`src/rtl/ijl_map.svh`:
```
// register offsets, field positions, reset values and timing counts of the config loader
`ifndef IJL_MAP_SVH
`define IJL_MAP_SVH

`define IJL_ADDR_W 5
`define IJL_OFS_UNLOCK 5'h0d
`define IJL_OFS_EE_CTRL 5'h10
`define IJL_OFS_EE_DATA 5'h11
`define IJL_OFS_STEP 5'h12
`define IJL_OFS_SETTING 5'h13
`define IJL_RESTART_HI 2'h3

`define IJL_UNLOCK_BIT 7
`define IJL_SK_BIT 6
`define IJL_CS_BIT 5
`define IJL_DIO_BIT 7
`define IJL_CFG_INT_HI 7
`define IJL_CFG_INT_LO 6
`define IJL_CFG_BASE_HI 2
`define IJL_CFG_BASE_LO 0

`define IJL_UNLOCK_RST 1'b1
`define IJL_CFG_RST 5'h00

`define IJL_EE_ADDR_BITS 6
`define IJL_CLK_NS 20
`define IJL_SK_HALF_NS 1000
`define IJL_SK_HALF_CYC ((`IJL_SK_HALF_NS + `IJL_CLK_NS - 1) / `IJL_CLK_NS)
`define IJL_INIT_US 50
`define IJL_INIT_CYC ((`IJL_INIT_US * 1000) / `IJL_CLK_NS)

`endif

```
`src/rtl/ijl_pkg.sv`:
```
// types used by the config loader top module
`default_nettype none
package ijl_pkg;

  typedef enum logic [2:0] {
    IJL_ST_START = 3'b001,
    IJL_ST_LOAD = 3'b010,
    IJL_ST_READY = 3'b100
  } ijl_state_t;

  typedef struct packed {
    logic [1:0] int_sel;
    logic [2:0] base_sel;
  } ijl_cfg_t;

endpackage
`default_nettype wire

```
`src/rtl/ijl_ee_reader.sv`:
```
// serial eeprom reader that fetches the configuration byte at address zero
`include "ijl_map.svh"
`default_nettype none
module ijl_ee_reader #(
  parameter int unsigned ADDR_BITS = `IJL_EE_ADDR_BITS,
  parameter int unsigned HALF_CYC = `IJL_SK_HALF_CYC
) (
  input wire logic clk_in,
  input wire logic rst_n_in,
  input wire logic clr_in,
  input wire logic start_in,
  input wire logic do_in,
  output logic sk_out,
  output logic cs_out,
  output logic di_out,
  output logic busy_out,
  output logic done_out,
  output logic [7:0] data_out
);
  localparam int unsigned CMD_LEN = 3 + ADDR_BITS;
  localparam int unsigned TOTAL = CMD_LEN + 8;
  // start bit, read opcode, then address zero: only the first byte holds configuration
  localparam logic [CMD_LEN-1:0] READ_CMD = {3'b110, {ADDR_BITS{1'b0}}};

  logic busy_r, busy_nxt;
  logic sk_r, sk_nxt;
  logic done_r, done_nxt;
  logic [CMD_LEN-1:0] cmd_r, cmd_nxt;
  logic [7:0] shift_r, shift_nxt;
  logic [5:0] bit_r, bit_nxt;
  logic [15:0] div_r, div_nxt;

  always_comb begin
    busy_nxt = busy_r;
    sk_nxt = sk_r;
    done_nxt = 1'b0;
    cmd_nxt = cmd_r;
    shift_nxt = shift_r;
    bit_nxt = bit_r;
    div_nxt = div_r;
    if (clr_in) begin
      busy_nxt = 1'b0;
      sk_nxt = 1'b0;
      cmd_nxt = '0;
      bit_nxt = '0;
      div_nxt = '0;
    end else if (start_in && !busy_r) begin
      busy_nxt = 1'b1;
      sk_nxt = 1'b0;
      cmd_nxt = READ_CMD;
      bit_nxt = '0;
      div_nxt = '0;
    end else if (busy_r) begin
      if (div_r == 16'(HALF_CYC - 1)) begin
        div_nxt = '0;
        if (!sk_r) begin
          sk_nxt = 1'b1;
        end else begin
          // data is sampled on the falling edge, well after the part has driven it
          sk_nxt = 1'b0;
          cmd_nxt = {cmd_r[CMD_LEN-2:0], 1'b0};
          if (bit_r >= 6'(CMD_LEN)) begin
            shift_nxt = {shift_r[6:0], do_in};
          end
          if (bit_r == 6'(TOTAL - 1)) begin
            busy_nxt = 1'b0;
            done_nxt = 1'b1;
          end else begin
            bit_nxt = bit_r + 6'd1;
          end
        end
      end else begin
        div_nxt = div_r + 16'd1;
      end
    end
  end

  always_ff @(posedge clk_in or negedge rst_n_in) begin
    if (!rst_n_in) begin
      busy_r <= 1'b0;
      sk_r <= 1'b0;
      done_r <= 1'b0;
      cmd_r <= '0;
      shift_r <= '0;
      bit_r <= '0;
      div_r <= '0;
    end else begin
      busy_r <= busy_nxt;
      sk_r <= sk_nxt;
      done_r <= done_nxt;
      cmd_r <= cmd_nxt;
      shift_r <= shift_nxt;
      bit_r <= bit_nxt;
      div_r <= div_nxt;
    end
  end

  assign sk_out = sk_r;
  assign cs_out = busy_r;
  assign di_out = cmd_r[CMD_LEN-1];
  assign busy_out = busy_r;
  assign done_out = done_r;
  assign data_out = shift_r;
endmodule
`default_nettype wire

```
`src/rtl/ijl_config_loader.sv`:
```
// top of the jumperless configuration loader: register port, eeprom load, base and interrupt select
//
// Added by the designer: the plain strobed port and the register offsets.
`include "ijl_map.svh"
`default_nettype none
module ijl_config_loader #(
  parameter int unsigned EE_ADDR_BITS = `IJL_EE_ADDR_BITS,
  parameter int unsigned INIT_CYC = `IJL_INIT_CYC
) (
  input wire logic SYS_CLK_IN,
  input wire logic RESET_N_IN,
  input wire logic [4:0] REG_ADDR_IN,
  input wire logic [7:0] REG_WDATA_IN,
  input wire logic REG_WR_IN,
  input wire logic REG_RD_IN,
  input wire logic JUMPER_MODE_IN,
  input wire logic [2:0] JUMPER_BASE_IN,
  input wire logic EE_DO_IN,
  input wire logic INT_REQ_IN,
  output logic [7:0] REG_RDATA_OUT,
  output logic EE_SK_OUT,
  output logic EE_CS_OUT,
  output logic EE_DI_OUT,
  output logic [3:0] IRQ_OUT,
  output logic [2:0] BASE_SEL_OUT,
  output logic CORE_RESET_OUT
);

  function automatic logic hit(input logic [4:0] addr, input logic [4:0] ofs);
    hit = (addr == ofs);
  endfunction

  function automatic logic [3:0] irq_decode(input logic [1:0] sel);
    irq_decode = 4'h1 << sel;
  endfunction

  // eeprom pins: the loader owns them while it runs, software the rest of the time
  function automatic logic pick(input logic use_rd, input logic rd_v, input logic sw_v);
    pick = use_rd ? rd_v : sw_v;
  endfunction

  // the restart registers fill the top quarter of the map, so only the two top address bits decode
  function automatic logic restart_hit(input logic [4:0] addr);
    restart_hit = (addr[4:3] == `IJL_RESTART_HI);
  endfunction

  // bus decode
  // a strobe acts only in the cycle it is high, so no access is ever half taken
  logic wr_unlock;
  logic wr_ctrl;
  logic wr_data;
  logic wr_restart;
  logic rd_step;

  assign wr_unlock = REG_WR_IN && hit(REG_ADDR_IN, `IJL_OFS_UNLOCK);
  assign wr_ctrl = REG_WR_IN && hit(REG_ADDR_IN, `IJL_OFS_EE_CTRL);
  assign wr_data = REG_WR_IN && hit(REG_ADDR_IN, `IJL_OFS_EE_DATA);
  assign wr_restart = REG_WR_IN && restart_hit(REG_ADDR_IN);
  assign rd_step = REG_RD_IN && hit(REG_ADDR_IN, `IJL_OFS_STEP);

  // software eeprom port; only the hard reset clears it, a restart leaves it alone
  logic sw_sk_r, sw_sk_nxt;
  logic sw_cs_r, sw_cs_nxt;
  logic sw_di_r, sw_di_nxt;

  always_comb begin
    sw_sk_nxt = sw_sk_r;
    sw_cs_nxt = sw_cs_r;
    sw_di_nxt = sw_di_r;
    if (wr_ctrl) begin
      sw_sk_nxt = REG_WDATA_IN[`IJL_SK_BIT];
      sw_cs_nxt = REG_WDATA_IN[`IJL_CS_BIT];
    end
    if (wr_data) begin
      sw_di_nxt = REG_WDATA_IN[`IJL_DIO_BIT];
    end
  end

  always_ff @(posedge SYS_CLK_IN or negedge RESET_N_IN) begin
    if (!RESET_N_IN) begin
      sw_sk_r <= 1'b0;
      sw_cs_r <= 1'b0;
      sw_di_r <= 1'b0;
    end else begin
      sw_sk_r <= sw_sk_nxt;
      sw_cs_r <= sw_cs_nxt;
      sw_di_r <= sw_di_nxt;
    end
  end

  // eeprom reader
  // its busy flag is left open: the load state already says when the pins belong to it
  logic rd_start;
  logic rd_clr;
  logic rd_sk;
  logic rd_cs;
  logic rd_di;
  logic rd_done;
  logic [7:0] rd_data;

  ijl_ee_reader #(
    .ADDR_BITS(EE_ADDR_BITS),
    .HALF_CYC(`IJL_SK_HALF_CYC)
  ) u_reader (
    .clk_in(SYS_CLK_IN),
    .rst_n_in(RESET_N_IN),
    .clr_in(rd_clr),
    .start_in(rd_start),
    .do_in(EE_DO_IN),
    .sk_out(rd_sk),
    .cs_out(rd_cs),
    .di_out(rd_di),
    .busy_out(),
    .done_out(rd_done),
    .data_out(rd_data)
  );

  // configuration state
  ijl_pkg::ijl_state_t state_r, state_nxt;
  ijl_pkg::ijl_cfg_t cfg_r, cfg_nxt;
  ijl_pkg::ijl_cfg_t eff_cfg;
  logic jumper_r, jumper_nxt;
  logic unlock_r, unlock_nxt;
  logic [15:0] init_cnt_r, init_cnt_nxt;
  logic load_late;

  // the deadline bounds how long the core is held even if the eeprom never answers
  assign load_late = (state_r == ijl_pkg::IJL_ST_LOAD) && (init_cnt_r == 16'(INIT_CYC - 1));

  always_comb begin
    state_nxt = state_r;
    cfg_nxt = cfg_r;
    jumper_nxt = jumper_r;
    rd_start = 1'b0;
    rd_clr = 1'b0;
    if (wr_restart) begin
      state_nxt = ijl_pkg::IJL_ST_START;
      cfg_nxt = `IJL_CFG_RST;
      rd_clr = 1'b1;
    end else begin
      case (state_r)
        ijl_pkg::IJL_ST_START: begin
          // mode strap is caught here, after the reset release
          jumper_nxt = JUMPER_MODE_IN;
          // jumper mode has nothing to load, so it is ready at once
          if (JUMPER_MODE_IN) begin
            state_nxt = ijl_pkg::IJL_ST_READY;
          end else begin
            rd_start = 1'b1;
            state_nxt = ijl_pkg::IJL_ST_LOAD;
          end
        end
        ijl_pkg::IJL_ST_LOAD: begin
          if (rd_done) begin
            cfg_nxt.int_sel = rd_data[`IJL_CFG_INT_HI:`IJL_CFG_INT_LO];
            cfg_nxt.base_sel = rd_data[`IJL_CFG_BASE_HI:`IJL_CFG_BASE_LO];
            state_nxt = ijl_pkg::IJL_ST_READY;
          end else if (load_late) begin
            rd_clr = 1'b1;
            state_nxt = ijl_pkg::IJL_ST_READY;
          end
        end
        ijl_pkg::IJL_ST_READY: begin
          // stepping only moves the base, never the interrupt pin
          if (rd_step && !jumper_r && unlock_r) begin
            cfg_nxt.base_sel = cfg_r.base_sel + 3'd1;
          end
        end
        default: begin
          state_nxt = ijl_pkg::IJL_ST_START;
        end
      endcase
    end
  end

  always_ff @(posedge SYS_CLK_IN or negedge RESET_N_IN) begin
    if (!RESET_N_IN) begin
      state_r <= ijl_pkg::IJL_ST_START;
      cfg_r <= `IJL_CFG_RST;
      jumper_r <= 1'b0;
    end else begin
      state_r <= state_nxt;
      cfg_r <= cfg_nxt;
      jumper_r <= jumper_nxt;
    end
  end

  // a restart sets the unlock bit again, so a base locked at the wrong place can be freed
  always_comb begin
    unlock_nxt = unlock_r;
    if (wr_restart) begin
      unlock_nxt = `IJL_UNLOCK_RST;
    end else if (wr_unlock) begin
      unlock_nxt = REG_WDATA_IN[`IJL_UNLOCK_BIT];
    end
  end

  always_ff @(posedge SYS_CLK_IN or negedge RESET_N_IN) begin
    if (!RESET_N_IN) begin
      unlock_r <= `IJL_UNLOCK_RST;
    end else begin
      unlock_r <= unlock_nxt;
    end
  end

  // deadline counter runs only while loading and starts from zero on every new load
  always_comb begin
    init_cnt_nxt = '0;
    if (!wr_restart && (state_r == ijl_pkg::IJL_ST_LOAD)) begin
      init_cnt_nxt = init_cnt_r + 16'd1;
    end
  end

  always_ff @(posedge SYS_CLK_IN or negedge RESET_N_IN) begin
    if (!RESET_N_IN) begin
      init_cnt_r <= '0;
    end else begin
      init_cnt_r <= init_cnt_nxt;
    end
  end

  // effective selection: jumper mode takes the pins and pins irq to the first output
  always_comb begin
    eff_cfg = cfg_r;
    if (jumper_r) begin
      eff_cfg.base_sel = JUMPER_BASE_IN;
      eff_cfg.int_sel = 2'h0;
    end
  end

  // register read data, valid only in the cycle after the read strobe
  logic [7:0] rdata_r, rdata_nxt;

  always_comb begin
    rdata_nxt = 8'h00;
    if (REG_RD_IN) begin
      case (REG_ADDR_IN)
        `IJL_OFS_UNLOCK: begin
          rdata_nxt = {unlock_r, 7'h00};
        end
        `IJL_OFS_EE_CTRL: begin
          rdata_nxt = {1'b0, sw_sk_r, sw_cs_r, 5'h00};
        end
        `IJL_OFS_EE_DATA: begin
          rdata_nxt = {EE_DO_IN, 7'h00};
        end
        `IJL_OFS_STEP: begin
          rdata_nxt = 8'h00;
        end
        `IJL_OFS_SETTING: begin
          rdata_nxt = {eff_cfg.int_sel, 3'h0, eff_cfg.base_sel};
        end
        default: begin
          rdata_nxt = 8'h00;
        end
      endcase
    end
  end

  // read data stand for exactly one cycle and are zero otherwise
  always_ff @(posedge SYS_CLK_IN or negedge RESET_N_IN) begin
    if (!RESET_N_IN) begin
      rdata_r <= 8'h00;
    end else begin
      rdata_r <= rdata_nxt;
    end
  end

  // pin registers; all outputs leave from flops so the pins never glitch on the mux
  logic ee_sk_r, ee_sk_nxt;
  logic ee_cs_r, ee_cs_nxt;
  logic ee_di_r, ee_di_nxt;
  logic [3:0] irq_r, irq_nxt;
  logic [2:0] base_r, base_nxt;
  logic core_rst_r, core_rst_nxt;
  logic loading;

  assign loading = (state_r == ijl_pkg::IJL_ST_LOAD);

  always_comb begin
    ee_sk_nxt = pick(loading, rd_sk, sw_sk_r);
    ee_cs_nxt = pick(loading, rd_cs, sw_cs_r);
    ee_di_nxt = pick(loading, rd_di, sw_di_r);
  end

  always_ff @(posedge SYS_CLK_IN or negedge RESET_N_IN) begin
    if (!RESET_N_IN) begin
      ee_sk_r <= 1'b0;
      ee_cs_r <= 1'b0;
      ee_di_r <= 1'b0;
    end else begin
      ee_sk_r <= ee_sk_nxt;
      ee_cs_r <= ee_cs_nxt;
      ee_di_r <= ee_di_nxt;
    end
  end

  // interrupt pins stay quiet until the selection is final, so no stale pin fires during a load
  always_comb begin
    irq_nxt = 4'h0;
    if (INT_REQ_IN && (state_r == ijl_pkg::IJL_ST_READY)) begin
      irq_nxt = irq_decode(eff_cfg.int_sel);
    end
    // the base pins follow the effective selection one cycle later
    base_nxt = eff_cfg.base_sel;
    core_rst_nxt = (state_nxt != ijl_pkg::IJL_ST_READY);
  end

  always_ff @(posedge SYS_CLK_IN or negedge RESET_N_IN) begin
    if (!RESET_N_IN) begin
      irq_r <= 4'h0;
      base_r <= 3'h0;
      core_rst_r <= 1'b1;
    end else begin
      irq_r <= irq_nxt;
      base_r <= base_nxt;
      core_rst_r <= core_rst_nxt;
    end
  end

  assign REG_RDATA_OUT = rdata_r;
  assign EE_SK_OUT = ee_sk_r;
  assign EE_CS_OUT = ee_cs_r;
  assign EE_DI_OUT = ee_di_r;
  assign IRQ_OUT = irq_r;
  assign BASE_SEL_OUT = base_r;
  assign CORE_RESET_OUT = core_rst_r;

endmodule
`default_nettype wire

```
`config.mk`:
```
export PLATFORM = sky130hd
export DESIGN_NAME = ijl_config_loader
export DESIGN_NICKNAME = d
export VERILOG_FILES = /design/src/rtl/ijl_pkg.sv /design/src/rtl/ijl_ee_reader.sv /design/src/rtl/ijl_config_loader.sv
export VERILOG_INCLUDE_DIRS = /design/src /design/src/rtl
export SDC_FILE = /design/constraint.sdc
export NUM_CORES = 1
export LEC_CHECK = 0
export BUFFER_PORTS_ARGS = -buffer_cell sky130_fd_sc_hd__buf_2
export CAP_MARGIN = 30
export CORE_ASPECT_RATIO = 0.75
export CORE_MARGIN = 3
export CORE_UTILIZATION = 25
export DETAILED_ROUTE_END_ITERATION = 8
export SLEW_MARGIN = 10
export SYNTH_ARGS = -nofsm -noshare
export SYNTH_HDL_FRONTEND = slang
export SYNTH_HIERARCHICAL = 1
export SYNTH_SLANG_ARGS = --single-unit
```
`constraint.sdc`:
```
create_clock -name SYS_CLK_IN -period 2.85 [get_ports SYS_CLK_IN]
set_input_delay 0.57 -clock SYS_CLK_IN [delete_from_list [all_inputs] [get_ports SYS_CLK_IN]]
set_output_delay 0.57 -clock SYS_CLK_IN [all_outputs]
set_load 0.1 [all_outputs]
```
### Word-level counts from Yosys, hierarchy flattened

Cells that the tools add are included.
Widths: inputs -> output; s select.

* flip-flop bits (word level): 90
* input bits: 23
* output and inout port bits: 19
* logic and storage cells: 135

* $add $sub $neg: 4
* magnitude comparators: 1
* equality and inequality tests: 16
* shift-type cells: 1
* mux-type cells: 59
* bitwise gates (word level): 3
* reductions and logical operators: 28

Operators with widths (number)
* $mux 16: 5
* $mux 9: 5
* $mux 6: 6
* $add 16x1->16 const B: 2
* $pmux 8 s4: 1
* $mux 1: 29
* $eq 5x5->1 const B: 4
* $eq 16x12->1 const B: 1
* $eq 16x6->1 const B: 1
* $mux 3: 5
* $mux 5: 3
* $reduce_bool 3->1: 4
* $logic_and 1x1->1: 11
* $pmux 3 s3: 1
* $mux 8: 1
* $add 6x1->6 const B: 1
* $eq 6x5->1 const B: 1
* $ge 6x4->1 const B: 1
* $ne 3x2->1 const B: 2
* $ne 3x3->1 const B: 2
* $pmux 3 s2: 1
* $reduce_and 2->1: 3
* $reduce_and 3->1: 2
* $reduce_and 6->1: 1
* other kinds (13): 19

### Logic depth before layout (Yosys ltp)

Gate-level depths: netlist (run 1).

* depth after elaboration: 8
* depth in mapped cells: 11
* depth with buffers taken out: 9

### Modules after synthesis

The synthesis (run 1) kept the hierarchy.

By module, submodules not included
* ijl_config_loader: instances 1, cells an instance 221, area each 2215.9 um^2, seq. area each 1154.9 um^2
* ijl_ee_reader: instances 1, cells an instance 181, area each 1855.5 um^2, seq. area each 875.8 um^2

### Worst setup path after synthesis (run 1)

No wires, ideal clock.

* path kind: reg2reg
* from: reg init_cnt_r[0]
* to: reg u_reader.div_r[10]
* library setup time: 130 ps
* data arrival time: 2363 ps
* data required time: 2720 ps
* setup slack: 356 ps
* stages on the path, launching flop included: 12
* buffers on the path: 4
* period minus slack after synthesis: 2494 ps
* cells stage by stage: dfrtp_1 -> ha_1 -> clkbuf_1 -> and4_1 -> nand4_1 -> o31ai_1 -> clkbuf_1 -> nand2b_1 -> clkbuf_1 -> nand2b_1 -> clkbuf_1 -> nor2_1

* word-level cells in the longest chain between the ends: 7
* elaborated cells on any way between the ends: 8
* classes of those cells: eq/ne (1); mux (5); reduce/logical (2)

Ends and longest elaborated chain
* from (decl): line ijl_config_loader.sv:124 `logic [15:0] init_cnt_r, init_cnt_nxt;`
* from (signal assigned): line ijl_config_loader.sv:218 `init_cnt_r <= init_cnt_nxt;`
* $eq 16x12->1 *: line ijl_config_loader.sv:128 `assign load_late = (state_r == ijl_pkg::IJL_ST_LOAD) && (init_cnt_r == 16'(INIT_CYC - 1));`
* $logic_and 1x1->1 *: line ijl_config_loader.sv:128
* $mux 1 *: line ijl_config_loader.sv:158 `end else if (load_late) begin`
* $mux 1 *: line ijl_config_loader.sv:154 `if (rd_done) begin`
* $mux 1 *: line ijl_config_loader.sv:141 `case (state_r)`
* $mux 1 *: line ijl_config_loader.sv:136 `if (wr_restart) begin`
* net rd_clr: line ijl_config_loader.sv:94 `logic rd_clr;`
* $reduce_bool 3->1 (no source line) or $mux 16 (tied branches)
* to (signal assigned): line ijl_ee_reader.sv:94 `div_r <= div_nxt;`
* to (decl): line ijl_ee_reader.sv:31 `logic [15:0] div_r, div_nxt;`

Mark *: on every way through the listed nets, which the timed path passes. The rest lies on a longest branch.
A chain may end at the register's enable or synchronous reset.

### Final worst setup path (run 1)

* from: reg init_cnt_r[0]
* to: reg u_reader.div_r[5]

Same word-level chain as after synthesis.

==> results of run 1 <==
registers in the layout (all words and copies together), names as in the netlist, 2 cells and up:
name               cells
IRQ_OUT                4
init_cnt_r            16
cfg_r                  5
u_reader/div_r        16
u_reader/bit_r         6
REG_RDATA_OUT          6
state_r                3
u_reader/data_out      8
BASE_SEL_OUT           3
u_reader/cmd_r         2
cells by family after synthesis:
kind of cell / count (synthesis)
AND/OR/NAND/NOR: 201
multiplexers: 17
adder cells (fa/ha/maj): 8
buffers and inverters: 25
flip-flops: 81
XOR/XNOR: 25
AO/OA/AOI/OAI: 44
other: 1
Yosys cell counts (2+ instances only):
cell and number:
dfrtp_1 78, nor2_1 46, nand2_1 43, nand3_1 18, mux2_2 14, nor3_1 13, xor2_1 13, a21oi_1 12
nand4_1 12, xnor2_1 12, inv_1 10, o21ai_0 10, and3_1 8, clkbuf_1 8, ha_1 8, nor2b_1 7
nor4_1 7, a31oi_1 5, nor3b_1 5, buf_2 4, nand2b_1 4, nand3b_1 4, nor4b_1 4, or3_1 4
or3b_2 4, and4_1 3, buf_4 3, dfstp_2 3, mux2i_1 3, o31ai_1 3, a211oi_1 2, a32oi_1 2
and4b_1 2, nor3_4 2, nor3b_2 2, o31a_1 2, or3_4 2, or4_1 2
critical path, stage by stage, from the launching register on:
cell,delay [ps]
dfrtp_1,410
ha_1,320
and4_1,220
nand4_1,190
o31ai_1,250
buf_4,210
nor3_1,60
buf_4,170
nor2_1,160
nand3_1,110
xor2_1,160
nor2_1,50
metrics by stage:
| stage | util [%] | area (um^2) |
|---|---|---|
| after global placement | 28.9 | 4490 |
| after floorplan | - | 4080 |
| after global routing | 30.7 | 4780 |
| after CTS | 30.7 | 4780 |
| after detailed placement | 28.9 | 4490 |
| final | 30.7 | 4780 |
where the power goes:
group	switching (mW)	leakage (nW)	internal, mW
logic	0.570	0.855	0.248
registers	0.116	1.10	1.27
clock network	0.440	0.146	0.673
total	1.13	2.10	2.19
routing by layer:
layer / track usage (%) / vias up
met5: 0 / -
met4: 3.12 / 0
met3: 2.81 / 7
met2: 14.6 / 63
met1: 14.6 / 1500
li1: - / 1499
final timing paths:
kind | startpoint | end | slack [ps]
worst max-delay path | init_cnt_r[0]$_DFF_PN0_ | u_reader/div_r[5]$_DFFE_PN0P_ | 400
worst min-delay path | RESET_N_IN | sw_cs_r$_DFFE_PN0P_ | 220
worst max register to register | init_cnt_r[0]$_DFF_PN0_ | u_reader/div_r[5]$_DFFE_PN0P_ | 400
worst min register to register | u_reader/cmd_r[8]$_DFFE_PN0P_ | EE_DI_OUT$_DFF_PN0_ | 500
max in group asynchronous | RESET_N_IN | CORE_RESET_OUT$_DFF_PN1_ | 1890
min in group SYS_CLK_IN | REG_WDATA_IN[5] | sw_cs_r$_DFFE_PN0P_ | 470
cell type report:
class | instances | area (um^2) | area share [%]
clock buffers | 10 | 229 | 4.79
clock inverters | 6 | 58.8 | 1.23
inverters | 10 | 37.5 | 0.785
multi-input cells | 297 | 1930 | 40.5
flip-flops and latches | 81 | 2030 | 42.5
well taps | 205 | 256 | 5.37
repair buffers | 42 | 233 | 4.87
==> flow_summary_export.csv, run 1 <==
group,metric,value,unit
status,outcome,"finished clean",
cts,clk_pin_slew,60,ps
cts,cts_tree,"done",
synth,avgSynthCellArea,10.1,um^2
routing,drt-initial-drc-count,126,
setup_path,reg2reg_depth,11,
cts,cts_hold_buf,0,
flow_run,drv_cap,0,
sta,final_hold_viol_count,0,
final_layout,nets,472,
synth,synth_compound_area_share,7.10,%
synth,synth_top_family_by_area,"simple AND/OR/NAND/NOR gates",
placement,dp_cells,635,
synth,muxShareOfSynthArea,4.61,%
cts,cts_root_buf,"clkbuf_16",
routing,antenna_left,0,
sta,fin_tns_setup,0,ps
sta,tightest_slew,660,ps
routing,met3_length,418,um
setup_path,cp_max_fo,9,
power,leakagePower,2.10,nW
cts,cts-buffers-inserted,9,
cts,insertion_delay,330,ps
synth,yosys.area_share.adder,2.46,%
floorplan,ios,42,
routing,routedWlPerCell,13.2,um
final_layout,area_growth_syn_to_layout,17.4,%
cts,cts-resized-gates,0,
floorplan,die_area,17900,um^2
cts,h-tree-depth,3,
final_layout,drive_above_1_share,20.6,%
floorplan,rows,39,
routing,routed_wl,8.62,mm
synth,synth_top_area_share,47.9,%
final_layout,final_cell_mix,"78 x dfrtp_1, 46 x nor2_1, 43 x nand2_1, 33 x buf_2, 18 x nand3_1",
global_routing,gr-total-overflow,0,
routing,vias,3069,
floorplan,die_x,153,um
power,power.total,3.32,mW
cts,cts_setup_buffers,0,
setup_path,crit_required,3050,ps
sta,max_freq,0.408,GHz
placement,dpl.hpwl,6.41,mm
final_layout,nFillCells,1608,
synth,synth_xor_area_share,5.38,%
synth,postSynthCellCount,402,
synth,netlist_area,4070,um^2
global_routing,grtUsageTotal,10.1,%
routing,met2_length,3.59,mm
power,powerDensity,694,nW/um^2
synth,synth_edf_count,0,
synth,ys_async_sr_fraction,100,%
global_routing,antenna_found_initial,0,
final_layout,antenna_cells,0,
global_routing,grt_pass1_wl,14.8,mm
setup_path,worstSetupPathType,"flop to flop",
routing,drt-pass1-iter-count,4,
final_layout,layoutNonFillerInstCount,651,
placement,gp_congestion,0.805,
hold_path,min_path_type,"primary input to asynchronous set/reset pin",
routing,drc,0,
routing,top_layer_used,"met4",
placement,io_buffers,34,
sta,setup_violations,0,
floorplan,start_util,26.2,%
synth,yosys-top-cells-area,"dfrtp_1 48%, nor2_1 4.2%, nand2_1 4.0%",
setup_path,end_kind,"flop",
cts,clock-sinks,81,
final_layout,mostFrequentLayoutCell,"dfrtp_1",
sta,fin_hold_ws,221,ps
sta,min_period_over_period,85.9,%
setup_path,critPathLaunchType,"flop",
cts,cts.path.max_buffers,2,
sta,setup_ws,401,ps
sta,rsz0062_at_grt,"no",
routing,viasPerCell,4.71,
sta,maxSlewViolCount,0,
synth,synth_flop_cell,"dfrtp_1",
floorplan,coreArea,15600,um^2
power,ir_drop,0.301,mV
setup_path,worstPathArrival,2650,ps
synth,yosysSeqAreaShare,49.9,%
synth,synth_cell_types,56,
global_routing,grt_start_max_net_pins,45,
sta,relSlewSlack,55.4,%
synth,synth_top_area_cell,"dfrtp_1",
routing,wl_met1,4.53,mm
synth,yosys.area_share.simple,27.8,%
floorplan,fp.dieH,117,um
global_routing,grt_pass1_vias,2899,
sta,skew,5.83,ps
placement,pre_cts_ws,430,ps
synth,ys_warn_count,6,
synth,ys_ff_latch,81,
sta,fin_crit,2450,ps
Note: power is estimated with default switching activity, not from simulation.
==> run 2, diff against run 1 <==
==> constraint.sdc (replaced) <==
create_clock -name SYS_CLK_IN -period 2.85 [get_ports SYS_CLK_IN]
set_input_delay 0.1425 -clock SYS_CLK_IN [delete_from_list [all_inputs] [get_ports SYS_CLK_IN]]
set_output_delay 0.1425 -clock SYS_CLK_IN [all_outputs]
set_load 0.1 [all_outputs]
==> run 2 against run 1 <==
  * Non-clock buffer count did not move
  * Maximum frequency down 0.83%
  * Die area is the same
  * Global-route usage is 0.13 points higher
  * Combinational power hardly changed
  * Setup slack got worse by 20 ps
  * Sequential power about the same
  * Via count shrank 0.88%
  * Clock skew is 1.9 ps lower
  * Critical path depth unchanged
==> flow_summary_export.csv, run 2 (synthesis results as in run 1) <==
group,metric,value,unit
status,outcome,"finished clean",
global_routing,gr-total-overflow,0,
setup_path,worstPathArrival,2670,ps
sta,final_hold_viol_count,0,
setup_path,slowest_stage,"dfrtp_1",
setup_path,end_kind,"flop",
hold_path,hold_depth,2,
hold_path,hold_path_end,"sw_sk_r$_DFFE_PN0P_",
final_layout,drive_above_1_share,20.2,%
final_layout,area_growth_syn_to_layout,17.9,%
hold_path,min_path_type,"primary input to flop",
routing,drt-initial-drc-count,187,
sta,skew,3.97,ps
global_routing,antenna_found_initial,0,
placement,gp_congestion,0.813,
final_layout,mostFrequentLayoutCell,"dfrtp_1",
placement,io_buffers,34,
setup_path,critPathLaunchType,"flop",
final_layout,final_cell_mix,"78 x dfrtp_1, 46 x nor2_1, 43 x nand2_1, 33 x buf_2, 18 x nand3_1",
flow_run,drv_cap,0,
power,ir_drop,0.339,mV
global_routing,grtUsageTotal,10.2,%
cts,clk_pin_slew,60,ps
sta,fin_crit,2470,ps
setup_path,max_stage_delay,400,ps
setup_path,crit-reg2reg-launch,"init_cnt_r[0]$_DFF_PN0_",
final_layout,antenna_cells,0,
floorplan,fp.dieH,117,um
final_layout,multi_input_area,1930,um^2
power,powerDensity,685,nW/um^2
routing,routed_wl,8.55,mm
global_routing,grt_start_max_net_pins,63,
sta,rsz0062_at_grt,"no",
sta,setup_violations,0,
routing,antenna_left,0,
sta,maxSlewViolCount,0,
sta,min_period_over_period,86.6,%
setup_path,critical_path.cell_chain,"ha_1 -> and4_1 -> nand4_1 -> o31ai_1 -> buf_4 -> nor3_1 -> buf_4 -> nor2_1 -> nand3_1 -> xor2_1 -> nor2_1",
floorplan,rows,39,
setup_path,reg2reg_depth,11,
final_layout,design_area,4800,um^2
sta,fin_tns_setup,0,ps
cts,cts_tree,"done",
setup_path,r2r_end,"u_reader/div_r[5]$_DFFE_PN0P_",
cts,clock-sinks,81,
setup_path,cp_max_fo,9,
routing,drc,0,
routing,viasPerCell,4.67,
cts,cts.path.max_buffers,2,
cts,h-tree-depth,3,
floorplan,die_x,153,um
routing,vias,3042,
routing,drt-pass1-iter-count,4,
sta,max_freq,0.405,GHz
placement,dpl.hpwl,6.23,mm
floorplan,ios,42,
floorplan,coreArea,15600,um^2
setup_path,crit_required,3050,ps
placement,place_area,4500,um^2
hold_path,hold_start,"REG_WDATA_IN[6]",
routing,routedWlPerCell,13.1,um
power,power.total,3.29,mW
power,leakagePower,2.10,nW
cts,insertion_delay,330,ps
cts,cts-buffers-inserted,9,
sta,relSlewSlack,56.1,%
setup_path,worstSetupPathType,"flop to flop",
cts,cts_root_buf,"clkbuf_16",
final_layout,register_area,2030,um^2
final_layout,nets,472,
global_routing,grt_pass1_wl,15.0,mm
setup_path,rrSetupSlack,380,ps
global_routing,grt_pass1_vias,3024,
final_layout,nFillCells,1581,
floorplan,start_util,26.2,%
floorplan,die_area,17900,um^2
sta,tightest_slew,649,ps
-- run 2: cell types whose count changed in the layout (fill, tap and decap cells not counted), sizes merged --
cell / change
clkbuf: +4
clkinv: -4
buf: -1
bufinv: -1
clkinvlp: +1
dlygate4sd3: +1
-- run 2: metal layers --
layer	wire, um	vias up	GRT usage (%)
met5	0	-	0
met4	59	0	2.82
met3	517	8	2.70
met2	3540	87	15.5
met1	4430	1456	14.4
li1	-	1491	-
-- run 2: how the worst max path moves through the flow --
stage | from | end | slack, ps | depth (start not counted)
after floorplan | init_cnt_r[0]$_DFF_PN0_ | u_reader/div_r[10]$_DFFE_PN0P_ | 360 | 11
after global placement | init_cnt_r[0]$_DFF_PN0_ | u_reader/div_r[5]$_DFFE_PN0P_ | 430 | 11
after detailed placement | init_cnt_r[0]$_DFF_PN0_ | u_reader/div_r[5]$_DFFE_PN0P_ | 380 | 11
after CTS | init_cnt_r[0]$_DFF_PN0_ | u_reader/div_r[5]$_DFFE_PN0P_ | 370 | 11
after global routing | init_cnt_r[0]$_DFF_PN0_ | u_reader/div_r[5]$_DFFE_PN0P_ | 130 | 11
final | init_cnt_r[0]$_DFF_PN0_ | u_reader/div_r[5]$_DFFE_PN0P_ | 380 | 11
-- run 2: layout make-up --
type / instances / share of cell area [%]
Timing Repair Buffer: 42 / 5.32
Sequential cell: 81 / 42.3
Inverter: 10 / 0.782
Clock buffer: 14 / 5.71
Clock inverter: 2 / 0.261
Tap cell: 205 / 5.34
Multi-Input combinational cell: 297 / 40.3
-- run 2: timing repair --
action / CTS / global route
hold buffers: 1 / 0
gates resized for setup: 0 / 0
endpoints found under the hold margin: 19 / 0
buffers inserted: 0 / 0
-- run 2: worst max-delay path: cells and delay by family, from the launching register on --
| family | cells | cell delay [ps] |
|---|---|---|
| flops | 1 | 400 |
| xor+xnor | 1 | 150 |
| buf+inv | 2 | 390 |
| fa+ha+maj | 1 | 320 |
| compound gates | 1 | 250 |
| simple gates | 6 | 830 |
-- run 2: through the flow --
step           worst slack, ps  utilization, %  hold WS, ps  std cells
3_5_place_dp               380            28.9         41.6        634
4_1_cts                    368            30.8         44.4        651
3_3_place_gp               430            28.8          369        633
6_report                   381            30.8         60.2        651
2_1_floorplan              356               -         -153        403
5_1_grt                    131            30.8         60.6        651
-- run 2: power by group --
part / total [mW] / switching [mW] / internal, mW / leakage (nW)
registers: 1.38 / 0.115 / 1.27 / 1.10
clock network: 1.09 / 0.428 / 0.660 / 0.139
logic: 0.819 / 0.569 / 0.250 / 0.863
total: 3.29 / 1.11 / 2.18 / 2.10
